==> config.mk <==
export PLATFORM = sky130hd
export DESIGN_NAME = ddr_pin_if
export DESIGN_NICKNAME = d
export VERILOG_FILES = /design/src/pkg/ddr_pin_pkg.sv /design/src/hw/pin_sync.sv /design/src/hw/cmd_decode.sv /design/src/hw/ddr_pin_if.sv
export VERILOG_INCLUDE_DIRS = /design/src /design/src/pkg
export SDC_FILE = /design/constraint.sdc
export NUM_CORES = 1
export LEC_CHECK = 0
export BUFFER_PORTS_ARGS = -buffer_cell sky130_fd_sc_hd__buf_2
export CELL_PAD_IN_SITES_DETAIL_PLACEMENT = 0
export CELL_PAD_IN_SITES_GLOBAL_PLACEMENT = 1
export CORE_MARGIN = 1
export CORE_UTILIZATION = 40
export CTS_CLUSTER_DIAMETER = 60
export DETAILED_ROUTE_END_ITERATION = 8
export PLACE_DENSITY = 0.66
export SYNTH_ARGS = -nofsm -noshare
export SYNTH_HDL_FRONTEND = slang
export SYNTH_SLANG_ARGS = --single-unit
==> constraint.sdc <==
create_clock -name I_CLK -period 15.55 [get_ports I_CLK]
set_clock_uncertainty 0.2 [all_clocks]
set_input_delay 1.555 -clock I_CLK [delete_from_list [all_inputs] [get_ports I_CLK]]
set_output_delay 1.555 -clock I_CLK [all_outputs]
set_load 0.01 [all_outputs]
==> src/pkg/ddr_pin_consts.svh <==
// timing and field constants for the memory pin interface
`ifndef DDR_PIN_CONSTS_SVH
`define DDR_PIN_CONSTS_SVH
`define CLK_PERIOD_PS       5000
`define SYNC_STAGES         2
`define MR_ODT_EN_BIT       0
`define MR_TDQS_EN_BIT      1
`define MR_RD_LAT_DEF       4'h0004
`define MR_RESET_VAL        16'h0001
`define BURST_BEATS         8
`define BEAT_CNT_W          4
`define CMD_MRS             4'h0
`define CMD_REF             4'h1
`define CMD_PRE             4'h2
`define CMD_ACT             4'h3
`define CMD_WR              4'h4
`define CMD_RD              4'h5
`define CMD_ZQ              4'h6
`define CMD_NOP             4'h7
`endif

==> src/pkg/ddr_pin_pkg.sv <==
// types shared by the memory pin interface files
package ddr_pin_pkg;
	typedef enum logic [2:0] {
		OP_NONE,
		OP_LOAD_MODE,
		OP_WRITE,
		OP_READ,
		OP_OTHER
	} cmd_op_e;
	typedef struct packed {
		logic cs_n;  // chip select, low active
		logic ras_n; // row strobe
		logic cas_n; // column strobe
		logic we_n;  // write enable
	} cmd_pins_s;
	typedef struct packed {
		logic [7:0] dq;  // data bits out
		logic [7:0] dq_oe; // data drive enables
		logic       dqs; // strobe true
		logic       dqs_n; // strobe complement
		logic       dqs_oe; // strobe drive enable
	} rd_drive_s;
endpackage : ddr_pin_pkg

==> src/hw/pin_sync.sv <==
// two-flop synchroniser for a bundle of pin levels
`timescale 1ns/1ps
module pin_sync #(
	parameter int WIDTH = 1
) (
	input  wire logic             I_CLK, // core clock
	input  wire logic             I_RST, // async reset, high
	input  wire logic [WIDTH-1:0] i_d,   // raw pin levels
	output logic      [WIDTH-1:0] o_q    // synchronised levels
);
	logic [WIDTH-1:0] meta_reg; // first stage, read only by second
	// first stage only feeds the second to keep metastability contained
	always_ff @(posedge I_CLK or posedge I_RST) begin
		if (I_RST) begin
			meta_reg <= '0;
			o_q      <= '0;
		end else begin
			meta_reg <= i_d;
			o_q      <= meta_reg;
		end
	end
endmodule : pin_sync

==> src/hw/cmd_decode.sv <==
// command decoder from sampled command pins
`timescale 1ns/1ps
module cmd_decode
	import ddr_pin_pkg::*;
(
	input  ddr_pin_pkg::cmd_pins_s i_pins, // pins at sample point
	output ddr_pin_pkg::cmd_op_e   o_op    // decoded operation
);
	// chip select is part of the code; high masks everything
	always_comb begin
		o_op = OP_NONE;
		if (!i_pins.cs_n) begin
			unique case ({i_pins.ras_n, i_pins.cas_n, i_pins.we_n})
				3'b000:  o_op = OP_LOAD_MODE;
				3'b100:  o_op = OP_WRITE;
				3'b101:  o_op = OP_READ;
				3'b111:  o_op = OP_NONE; // no operation
				default: o_op = OP_OTHER;
			endcase
		end
	end
endmodule : cmd_decode

==> src/hw/ddr_pin_if.sv <==
`timescale 1ns/1ps
`include "ddr_pin_consts.svh"
module ddr_pin_if #(
	parameter bit WIDE_X8 = 1'b1, // 1: x8 part, 0: x4 part
	parameter int DEPTH   = 16    // stored beats
) (
	input  wire logic                  I_CLK,       // core clock, 200 MHz
	input  wire logic                  I_RST,       // core reset, high
	input  wire logic                  I_RESET_N,   // device reset pin
	input  wire logic                  I_CK,        // memory clock pin
	input  ddr_pin_pkg::cmd_pins_s     I_CMD,       // command pins
	input  wire logic [15:0]           I_MODE_OP,   // mode load opcode
	input  wire logic                  I_ODT,       // termination pin
	input  wire logic                  I_DM,        // write mask pin
	input  wire logic [7:0]            I_DQ,        // data pins in
	input  wire logic                  I_DQS,       // strobe pin in
	input  wire logic [3:0]            I_ADDR,      // beat address
	output ddr_pin_pkg::rd_drive_s     O_RD,        // read pin drive
	output logic      [7:0]            O_TERM_DQ,   // dq termination on
	output logic                       O_TERM_DQS,  // strobe termination
	output logic                       O_TERM_DM,   // mask ball term
	output logic                       O_TERM_TDQS, // tdqs pair term
	output logic                       O_MASK_EN,   // masking active
	output logic      [2:0]            O_LAST_OP    // last decoded op
);
	import ddr_pin_pkg::*;

	localparam int DW = WIDE_X8 ? 8 : 4;
	localparam int AW = $clog2(DEPTH);

	// combined reset: core reset or device pin low, both asynchronous
	logic rst_any;
	// the pin is not synchronised here: it must act with no clock running
	assign rst_any = I_RST | ~I_RESET_N;

	// every pin but the reset pin is synchronised before the core clock looks at it
	logic [15:0] sync_in;
	logic [15:0] sync_out;
	assign sync_in = {I_CK, I_CMD, I_ODT, I_DM, I_DQS, I_DQ[7:0]};
	pin_sync #(.WIDTH(16)) u_sync (
		.I_CLK (I_CLK),
		.I_RST (rst_any),
		.i_d   (sync_in),
		.o_q   (sync_out)
	);

	logic      ck_s;       // clock pin level
	cmd_pins_s cmd_s;      // command pins
	logic      odt_s;      // termination pin
	logic      dm_s;       // mask pin
	logic      dqs_s;      // strobe pin
	logic [7:0] dq_s;      // data pins
	assign ck_s  = sync_out[15];
	assign cmd_s = sync_out[14:11];
	assign odt_s = sync_out[10];
	assign dm_s  = sync_out[9];
	assign dqs_s = sync_out[8];
	assign dq_s  = sync_out[7:0];

	// opcode and start address come from pins as well; they pass the
	// same two stages as the command, so both line up with the crossing
	// on which the command is taken
	// limitation: the far side must hold them over the whole crossing
	logic [19:0] side_in;   // opcode and address pins
	logic [19:0] side_out;  // synchronised copy
	logic [15:0] mode_op_s; // opcode as seen by the core
	logic [3:0]  addr_s;    // start address as seen by the core
	assign side_in = {I_MODE_OP, I_ADDR};
	pin_sync #(.WIDTH(20)) u_sync_side (
		.I_CLK (I_CLK),
		.I_RST (rst_any),
		.i_d   (side_in),
		.o_q   (side_out)
	);
	assign mode_op_s = side_out[19:4];
	assign addr_s    = side_out[3:0];

	// edge finder on the memory clock
	logic ck_d_reg;  // last clock level
	logic ck_rise;   // rising crossing seen
	always_ff @(posedge I_CLK or posedge rst_any) begin
		if (rst_any) ck_d_reg <= 1'b0;
		else         ck_d_reg <= ck_s;
	end
	assign ck_rise = ck_s & ~ck_d_reg;

	// strobe edge finder for write capture
	logic dqs_d_reg; // last strobe level
	logic dqs_edge;  // any strobe transition
	always_ff @(posedge I_CLK or posedge rst_any) begin
		if (rst_any) dqs_d_reg <= 1'b0;
		else         dqs_d_reg <= dqs_s;
	end
	assign dqs_edge = dqs_s ^ dqs_d_reg;

	// decoder looks only at pins caught at a rising crossing
	cmd_op_e op;
	cmd_decode u_dec (
		.i_pins (cmd_s),
		.o_op   (op)
	);
	cmd_op_e op_taken; // masked unless sampled on the crossing
	assign op_taken = ck_rise ? op : OP_NONE;

	logic [2:0] last_op_reg; // reported last command
	always_ff @(posedge I_CLK or posedge rst_any) begin
		if (rst_any) last_op_reg <= 3'h0;
		else if (op_taken != OP_NONE) last_op_reg <= 3'(op_taken);
	end
	assign O_LAST_OP = last_op_reg;

	// mode bits, loaded by the mode load command
	logic [15:0] mode_reg; // bit0 odt enable, bit1 tdqs enable
	always_ff @(posedge I_CLK or posedge rst_any) begin
		if (rst_any) mode_reg <= `MR_RESET_VAL;
		else if (op_taken == OP_LOAD_MODE) mode_reg <= mode_op_s;
	end
	logic odt_enabled; // termination allowed by mode
	logic tdqs_on;     // termination strobe mode, x8 only
	assign odt_enabled = mode_reg[`MR_ODT_EN_BIT];
	assign tdqs_on = WIDE_X8 && mode_reg[`MR_TDQS_EN_BIT];

	// termination level registered at the crossing
	logic term_reg; // termination currently applied
	always_ff @(posedge I_CLK or posedge rst_any) begin
		if (rst_any) term_reg <= 1'b0;
		else if (!odt_enabled) term_reg <= 1'b0;
		else if (ck_rise) term_reg <= odt_s;
	end
	// only data, strobes and mask terminate; unused x4 balls never do
	always_comb begin
		O_TERM_DQ   = '0;
		O_TERM_DQ[DW-1:0] = {DW{term_reg}};
		O_TERM_DQS  = term_reg;
		O_TERM_DM   = term_reg & ~tdqs_on;
		O_TERM_TDQS = term_reg & tdqs_on;
	end
	assign O_MASK_EN = ~tdqs_on;

	// burst state for reads and writes
	typedef enum {ST_IDLE, ST_WRITE, ST_READ} burst_e;
	burst_e state_reg;
	logic [`BEAT_CNT_W-1:0] beat_reg;  // beats done in burst
	logic [AW-1:0]          ptr_reg;   // current beat address
	logic                   done;      // burst finished
	assign done = (beat_reg == `BEAT_CNT_W'(`BURST_BEATS - 1));

	// sequencer: commands only start from idle
	always_ff @(posedge I_CLK or posedge rst_any) begin
		if (rst_any) begin
			state_reg <= ST_IDLE;
		end else begin
			unique case (state_reg)
				ST_IDLE: begin
					if (op_taken == OP_WRITE) state_reg <= ST_WRITE;
					else if (op_taken == OP_READ) state_reg <= ST_READ;
				end
				ST_WRITE: begin
					if (dqs_edge && done) state_reg <= ST_IDLE;
				end
				ST_READ: begin
					if (ck_rise && done) state_reg <= ST_IDLE;
				end
			endcase
		end
	end

	// beat counter and address; write beats follow strobe edges
	logic beat_step; // one beat passes this cycle
	assign beat_step = (state_reg == ST_WRITE && dqs_edge) ||
	                   (state_reg == ST_READ && ck_rise);
	always_ff @(posedge I_CLK or posedge rst_any) begin
		if (rst_any) begin
			beat_reg <= '0;
			ptr_reg  <= '0;
		end else if (state_reg == ST_IDLE) begin
			beat_reg <= '0;
			if (op_taken == OP_WRITE || op_taken == OP_READ)
				ptr_reg <= AW'(addr_s);
		end else if (beat_step) begin
			beat_reg <= beat_reg + 1'b1;
			ptr_reg  <= ptr_reg + 1'b1;
		end
	end

	// storage array; a masked beat keeps the old content
	logic [7:0] mem [DEPTH]; // beat storage
	// strobe edges sit mid eye, so data is steady when captured
	always_ff @(posedge I_CLK) begin
		if (state_reg == ST_WRITE && dqs_edge) begin
			if (!(dm_s && !tdqs_on))
				mem[ptr_reg] <= dq_s;
		end
	end

	// read drive: data and strobe change on the same crossing
	logic [7:0] rd_dq_reg;  // read data out
	logic       rd_dqs_reg; // strobe toggles with each beat
	logic       rd_oe_reg;  // drive enable
	always_ff @(posedge I_CLK or posedge rst_any) begin
		if (rst_any) begin
			rd_dq_reg  <= '0;
			rd_dqs_reg <= 1'b0;
			rd_oe_reg  <= 1'b0;
		end else if (state_reg == ST_READ && ck_rise) begin
			rd_dq_reg  <= mem[ptr_reg];
			rd_dqs_reg <= ~rd_dqs_reg;
			rd_oe_reg  <= 1'b1;
		end else if (state_reg != ST_READ && ck_rise) begin
			// release only at a crossing, so the last beat stands a
			// full memory clock like every other beat
			rd_oe_reg  <= 1'b0;
			rd_dqs_reg <= 1'b0;
		end
	end
	// upper lane is never driven on x4 parts
	always_comb begin
		O_RD        = '0;
		O_RD.dq[DW-1:0]    = rd_dq_reg[DW-1:0];
		O_RD.dq_oe[DW-1:0] = {DW{rd_oe_reg}};
		O_RD.dqs    = rd_dqs_reg;
		O_RD.dqs_n  = ~rd_dqs_reg & rd_oe_reg;
		O_RD.dqs_oe = rd_oe_reg;
	end
endmodule : ddr_pin_if

* After elaboration in Yosys (flattened, before gate mapping) *
Memory sizes are Yosys's and may differ from the RTL's. A register that Yosys moved wholly into a read port is not among the register bits.
Index checks and enable logic that the tools add are counted.
W data, S select, Z words.

storage, ports and cells
  bits in registers = 94
  bits in writable memories = 128
  input port bits = 39
  output and inout bits = 34
  logic and storage cells = 82
  memories = 1

memories
  memory  depth  bits a word  read ports  clocked after Yosys merged registers in  write ports  RTL line           text
  mem     16     8            1           1                                        1            ddr_pin_if.sv:187  logic [7:0] mem [DEPTH];

cells by class
  add/subtract/negate cells = 2
  equality and inequality tests = 17
  mux-type cells = 21
  bitwise gates (word level) = 10
  reduce and logical (&&, ||, !) cells = 17

operator list
  cell                   number
  $mux W32               4
  $pmux W32 S3           1
  $eq A32 B2 Y1 const B  2
  $logic_not A32 Y1      2
  $eq A32 B1 Y1 const B  1
  $eq A32 B3 Y1 const B  1
  $ne A32 B3 Y1 const B  1
  $mux W4                5
  $pmux W3 S4            1
  $eq A3 B3 Y1 const B   3
  $add A4 B1 Y4 const B  2
  $mux W1                8
  $eq A3 B2 Y1 const B   2
  $logic_and A1 B1 Y1    6
  $mux W3                2
  $ne A2 B2 Y1 const B   3
  $and A1 B1 Y1          4
  $eq A4 B3 Y1 const B   1
  $not A1 Y1             4
  $reduce_bool A2 Y1     2
  $eq A3 B1 Y1 const B   1
  $logic_not A3 Y1       1
  $ne A3 B3 Y1 const B   1
  $reduce_and A3 Y1      1
  other kinds (7)        8

* Logic depth before layout (Yosys ltp) *
  word-level depth = 8
  gate-level depth with buffers = 7
  mapped depth without buffers = 6

* Modules after synthesis *
Synthesis repeated with hierarchy kept, for this count alone.

unflattened totals
  cells, all modules = 500
  area total of the unflattened synthesis = 8,413.1 µm²

by module, submodules not included
  module                  times used  cells an instance  area an instance (µm²)  seq. area each (µm²)
  ddr_pin_if              1           421                6,571.3                 4,545.6
  pin_sync (u_sync_side)  1           41                 1,004.7                 1,001.0
  pin_sync (u_sync)       1           33                 804.5                   800.8
  cmd_decode              1           5                  32.5                    0.0

* Worst setup path after synthesis *
No wires, ideal clock.

  kind = register to output
  start = register term_reg, in the netlist O_TERM_DQS
  end = output port O_TERM_DM
  arrival = 0.768 ns
  required time = 13.795 ns
  setup slack = 13.027 ns
  cell stages (with the launch flop) = 2
  path buffers = 0
  cell sequence = dfrtp_1 -> nor2b_1

on the way
  cells in the longest elaborated chain, start to end = 1

ends and longest elaborated chain
  what                    RTL line           text
  start, declared         ddr_pin_if.sv:124  logic term_reg;
  start signal, assigned  ddr_pin_if.sv:128  else if (ck_rise) term_reg <= odt_s;
  $and A1 B1 Y1           ddr_pin_if.sv:135  O_TERM_DM = term_reg & ~tdqs_on;
  end, declared           ddr_pin_if.sv:21   output logic O_TERM_DM,

Every way passes these cells.

* Worst setup path after layout *
  start = register ptr_reg[0]
  end = memory mem[11][5], enable pin

RTL lines
  what                    RTL line           text
  start, declared         ddr_pin_if.sv:144  logic [AW-1:0] ptr_reg;
  start signal, assigned  ddr_pin_if.sv:179  ptr_reg <= AW'(addr_s);
  start signal, assigned  ddr_pin_if.sv:182  ptr_reg <= ptr_reg + 1'b1;
  end, declared           ddr_pin_if.sv:187

Straight into the memory's write port.

==> impl_metrics.tcl <==
set metrics [dict create \
    syn_nets 511 \
    synthAdderAreaFrac_pct 1.305 \
    syn_to_final_growth_pct 12.74 \
    path_cells "buf_4 > ha_1 > nand2_1 > nor2_1" \
    largest_reg_flops 128 \
    dpl.hpwl_um 9512 \
    drt_iter0_markers 271 \
    hold_violations 0 \
    cts_tree "built" \
    fmax_ghz 0.3335 \
    cp_slowest_cell "dfrtp_1" \
    final_cell_area_um2 8647 \
    dieHeight_um 140.5 \
    max_stage_delay_ps 860 \
    p_per_area_nw_per_um2 154.9 \
    yosysWarnings 0 \
    worstHoldPathType "register to register" \
    cp-start-kind "register" \
    wl_per_cell_um 19.54 \
    gr-usage-all-layers_pct 16.15 \
    regToRegStartpoint "ptr_reg[0]$_DFFE_PP0P_" \
    core-area_um2 18770 \
    syn-cell-area_um2 7670 \
    num-fill-cells 1659 \
    synthFlopType "edfxtp_1" \
    grt_pass1_vias 4097 \
    drcViolationCount 0 \
    placed_cell_area_um2 8073 \
    worstSetupPathType "register to register" \
    whs_endpoint "u_sync.o_q[5]$_DFF_PP0_" \
    ioPinCount 73 \
    synth_top_family_by_area "multiplexers" \
    io_buffers 58 \
    wl_met2_um 7446 \
    grt_pass1_wl_um 23230 \
    critical_path_buf_inv_count 1 \
    viasPerCell 5.220 \
    synth_cell_types 54 \
    synth-simple-area-share_pct 6.036 \
    crit_fanout 20 \
    cts.repair_timing.setup_buffer_count 0 \
    routabilityCongestion 0.7469 \
    antenna_found_initial 0 \
    synth-edff-count 128 \
    dr.pass1.iters 5 \
    p_total_w 0.001340 \
    insertion_delay_ps 440 \
    die_area_um2 19730 \
    slew_violations 0 \
    finalSetupViolCount 0 \
    postSynthCellCount 464 \
    route.layer.met1.wl_um 6331 \
    detail-route-antenna-nets 0 \
    synth_area_leaders "edfxtp_1 50%, dfrtp_1 23%, mux4_2 4.7%" \
    worst_pin_slew_ps 1069 \
    rr_endpoint "mem[11][5]$_DFFE_PP_" \
    synthArstFlopShare_pct 36.00 \
    gr-total-overflow 0 \
    htreeDepth 4 \
    clk_pin_slew_ps 70 \
    numCtsBuffers 17 \
    wl_um 14810 \
    rsz0062_at_grt "no" \
    die_width_um 140.5 \
    cap_violations 0 \
    num_vias 3957 \
    drive_above_1_share_pct 24.43 \
    whs_path_depth 0 \
    min_period_ps 2998 \
    layout.nets 558 \
    grt_max_degree 73 \
    critPathRequiredTime_ps 15400 \
    fin_crit_sh_pct 19.28 \
    stdcell_count 758 \
    muxShareOfSynthArea_pct 9.021 \
    place_inst 726 \
    yosys.area.top_type "edfxtp_1" \
    synth_area_per_cell_um2 16.53 \
    cp.arrival_ps 2850 \
    finalSetupTns_ps 0 \
    hold_path_startpoint "u_sync.meta_reg[5]$_DFF_PP0_" \
    diodes 0 \
    ctsHoldBuffers 0 \
    synth_top_area_share_pct 50.11 \
    synth-compound-area-share_pct 5.987 \
    cp-end-kind "register" \
    synthXorXnorAreaFrac_pct 0.2284 \
    highest_layer "met4" \
    cts_root_buf "clkbuf_16" \
    wl_met3_um 756 \
    leakage_nw 3.265 \
    slew_headroom_pct 28.50 \
    vdd_drop_max_uv 93.52 \
    status "complete, no violations" \
    initial_core_util_pct 40.87 \
    post-route-util_pct 46.07 \
    ys_ff_latch 200 \
    ys_seq_area_share_pct 73.62 \
    clockBufferDepth 2 \
    rows 50 \
    worstRegToRegCells 4 \
    cts.sinks 200 \
    cts_resized 0 \
    cp_top_family "simple AND/OR/NAND/NOR gates" \
    reg2reg_slack_ps 12550 \
]
==> Yosys cell counts (all sizes together) (2+ instances only) <==
cell type,n
or3,3
and2,2
o211ai,3
mux4,16
o32ai,5
ha,8
mux2,6
nor3,8
nor2b,7
a211oi,7
and3,2
o21ai,9
clkbuf,8
mux2i,26
edfxtp,128
buf,30
nor2,25
nand3b,3
inv,11
nand4,2
dfrtp,71
a22o,2
a32oi,2
nand3,4
a31oi,3
a22oi,6
a21oi,16
nand2b,4
a2111oi,5
nand2,26
xnor2,2
nor4b,2
==> cell usage in the layout, fill, tap and decap left out, drive strengths merged, types with 6 or more instances in the layout <==
master    n
edfxtp  128
dfrtp    71
buf      66
mux2i    26
nand2    26
nor2     25
clkbuf   17
a21oi    16
mux4     16
inv      14
o21ai     9
ha        8
nor3      8
a211oi    7
nor2b     7
a22oi     6
mux2      6
clkinv    6
==> metal layers <==
layer	GRT usage, %	vias to the layer above
met5	0	-
li1	-	1834
met4	7.037	0
met3	3.521	20
met2	26.74	95
met1	20.53	2008
==> final cells by class <==
cell class	instances	area (um^2)	area share, %
clock buffer	17	425.4	4.920
clock inverter	15	148.9	1.722
inverter	11	41.29	0.4775
multi-input combinational	215	1739	20.11
sequential	200	5649	65.33
tap	234	292.8	3.386
timing repair buffer	66	350.3	4.052
==> worst reg2reg max path: cells and delay by family, from the launching register on <==
kind          cells  cell delay (ps)
buf+inv           1              340
fa+ha+maj         1              230
flops             1              860
simple gates      2              990
==> logic make-up after synthesis <==
group           count (synthesis)
mux                            48
flops                         200
buf+inv                        49
compound gates                 65
xor+xnor                        2
simple gates                   92
fa+ha+maj                       8
==> where the power goes <==
group | internal, W | leakage [nW] | total [W] | switching, W
clock | 0.000224 | 0.264 | 0.000424 | 0.000200
sequential | 0.000595 | 2.04 | 0.000656 | 0.0000612
combinational | 0.000120 | 0.959 | 0.000260 | 0.000140
total | 0.000938 | 3.26 | 0.00134 | 0.000402
==> stage by stage <==
step           hold slack [ps]  setup slack [ps]
3_3_place_gp             133.3             12570
4_1_cts                  149.8             12550
6_report                 146.1             12550
3_5_place_dp             134.7             12590
5_1_grt                  157.0             12430
2_1_floorplan            131.2              9340
==> worst max-delay path by stage <==
stage	start	endpoint	slack, ps	depth (start not counted)
floorplan	I_RST	O_LAST_OP[0]$_DFFE_PP0P_	9340	1
global placement	ptr_reg[0]$_DFFE_PP0P_	mem[11][0]$_DFFE_PP_	12570	4
detailed placement	ptr_reg[0]$_DFFE_PP0P_	mem[11][1]$_DFFE_PP_	12590	4
CTS	O_TERM_DQS$_DFFE_PP0P_	O_TERM_TDQS	12550	2
global route	ptr_reg[0]$_DFFE_PP0P_	mem[11][5]$_DFFE_PP_	12430	4
finish	ptr_reg[0]$_DFFE_PP0P_	mem[11][5]$_DFFE_PP_	12550	4
(Power assumes the default switching activity.)
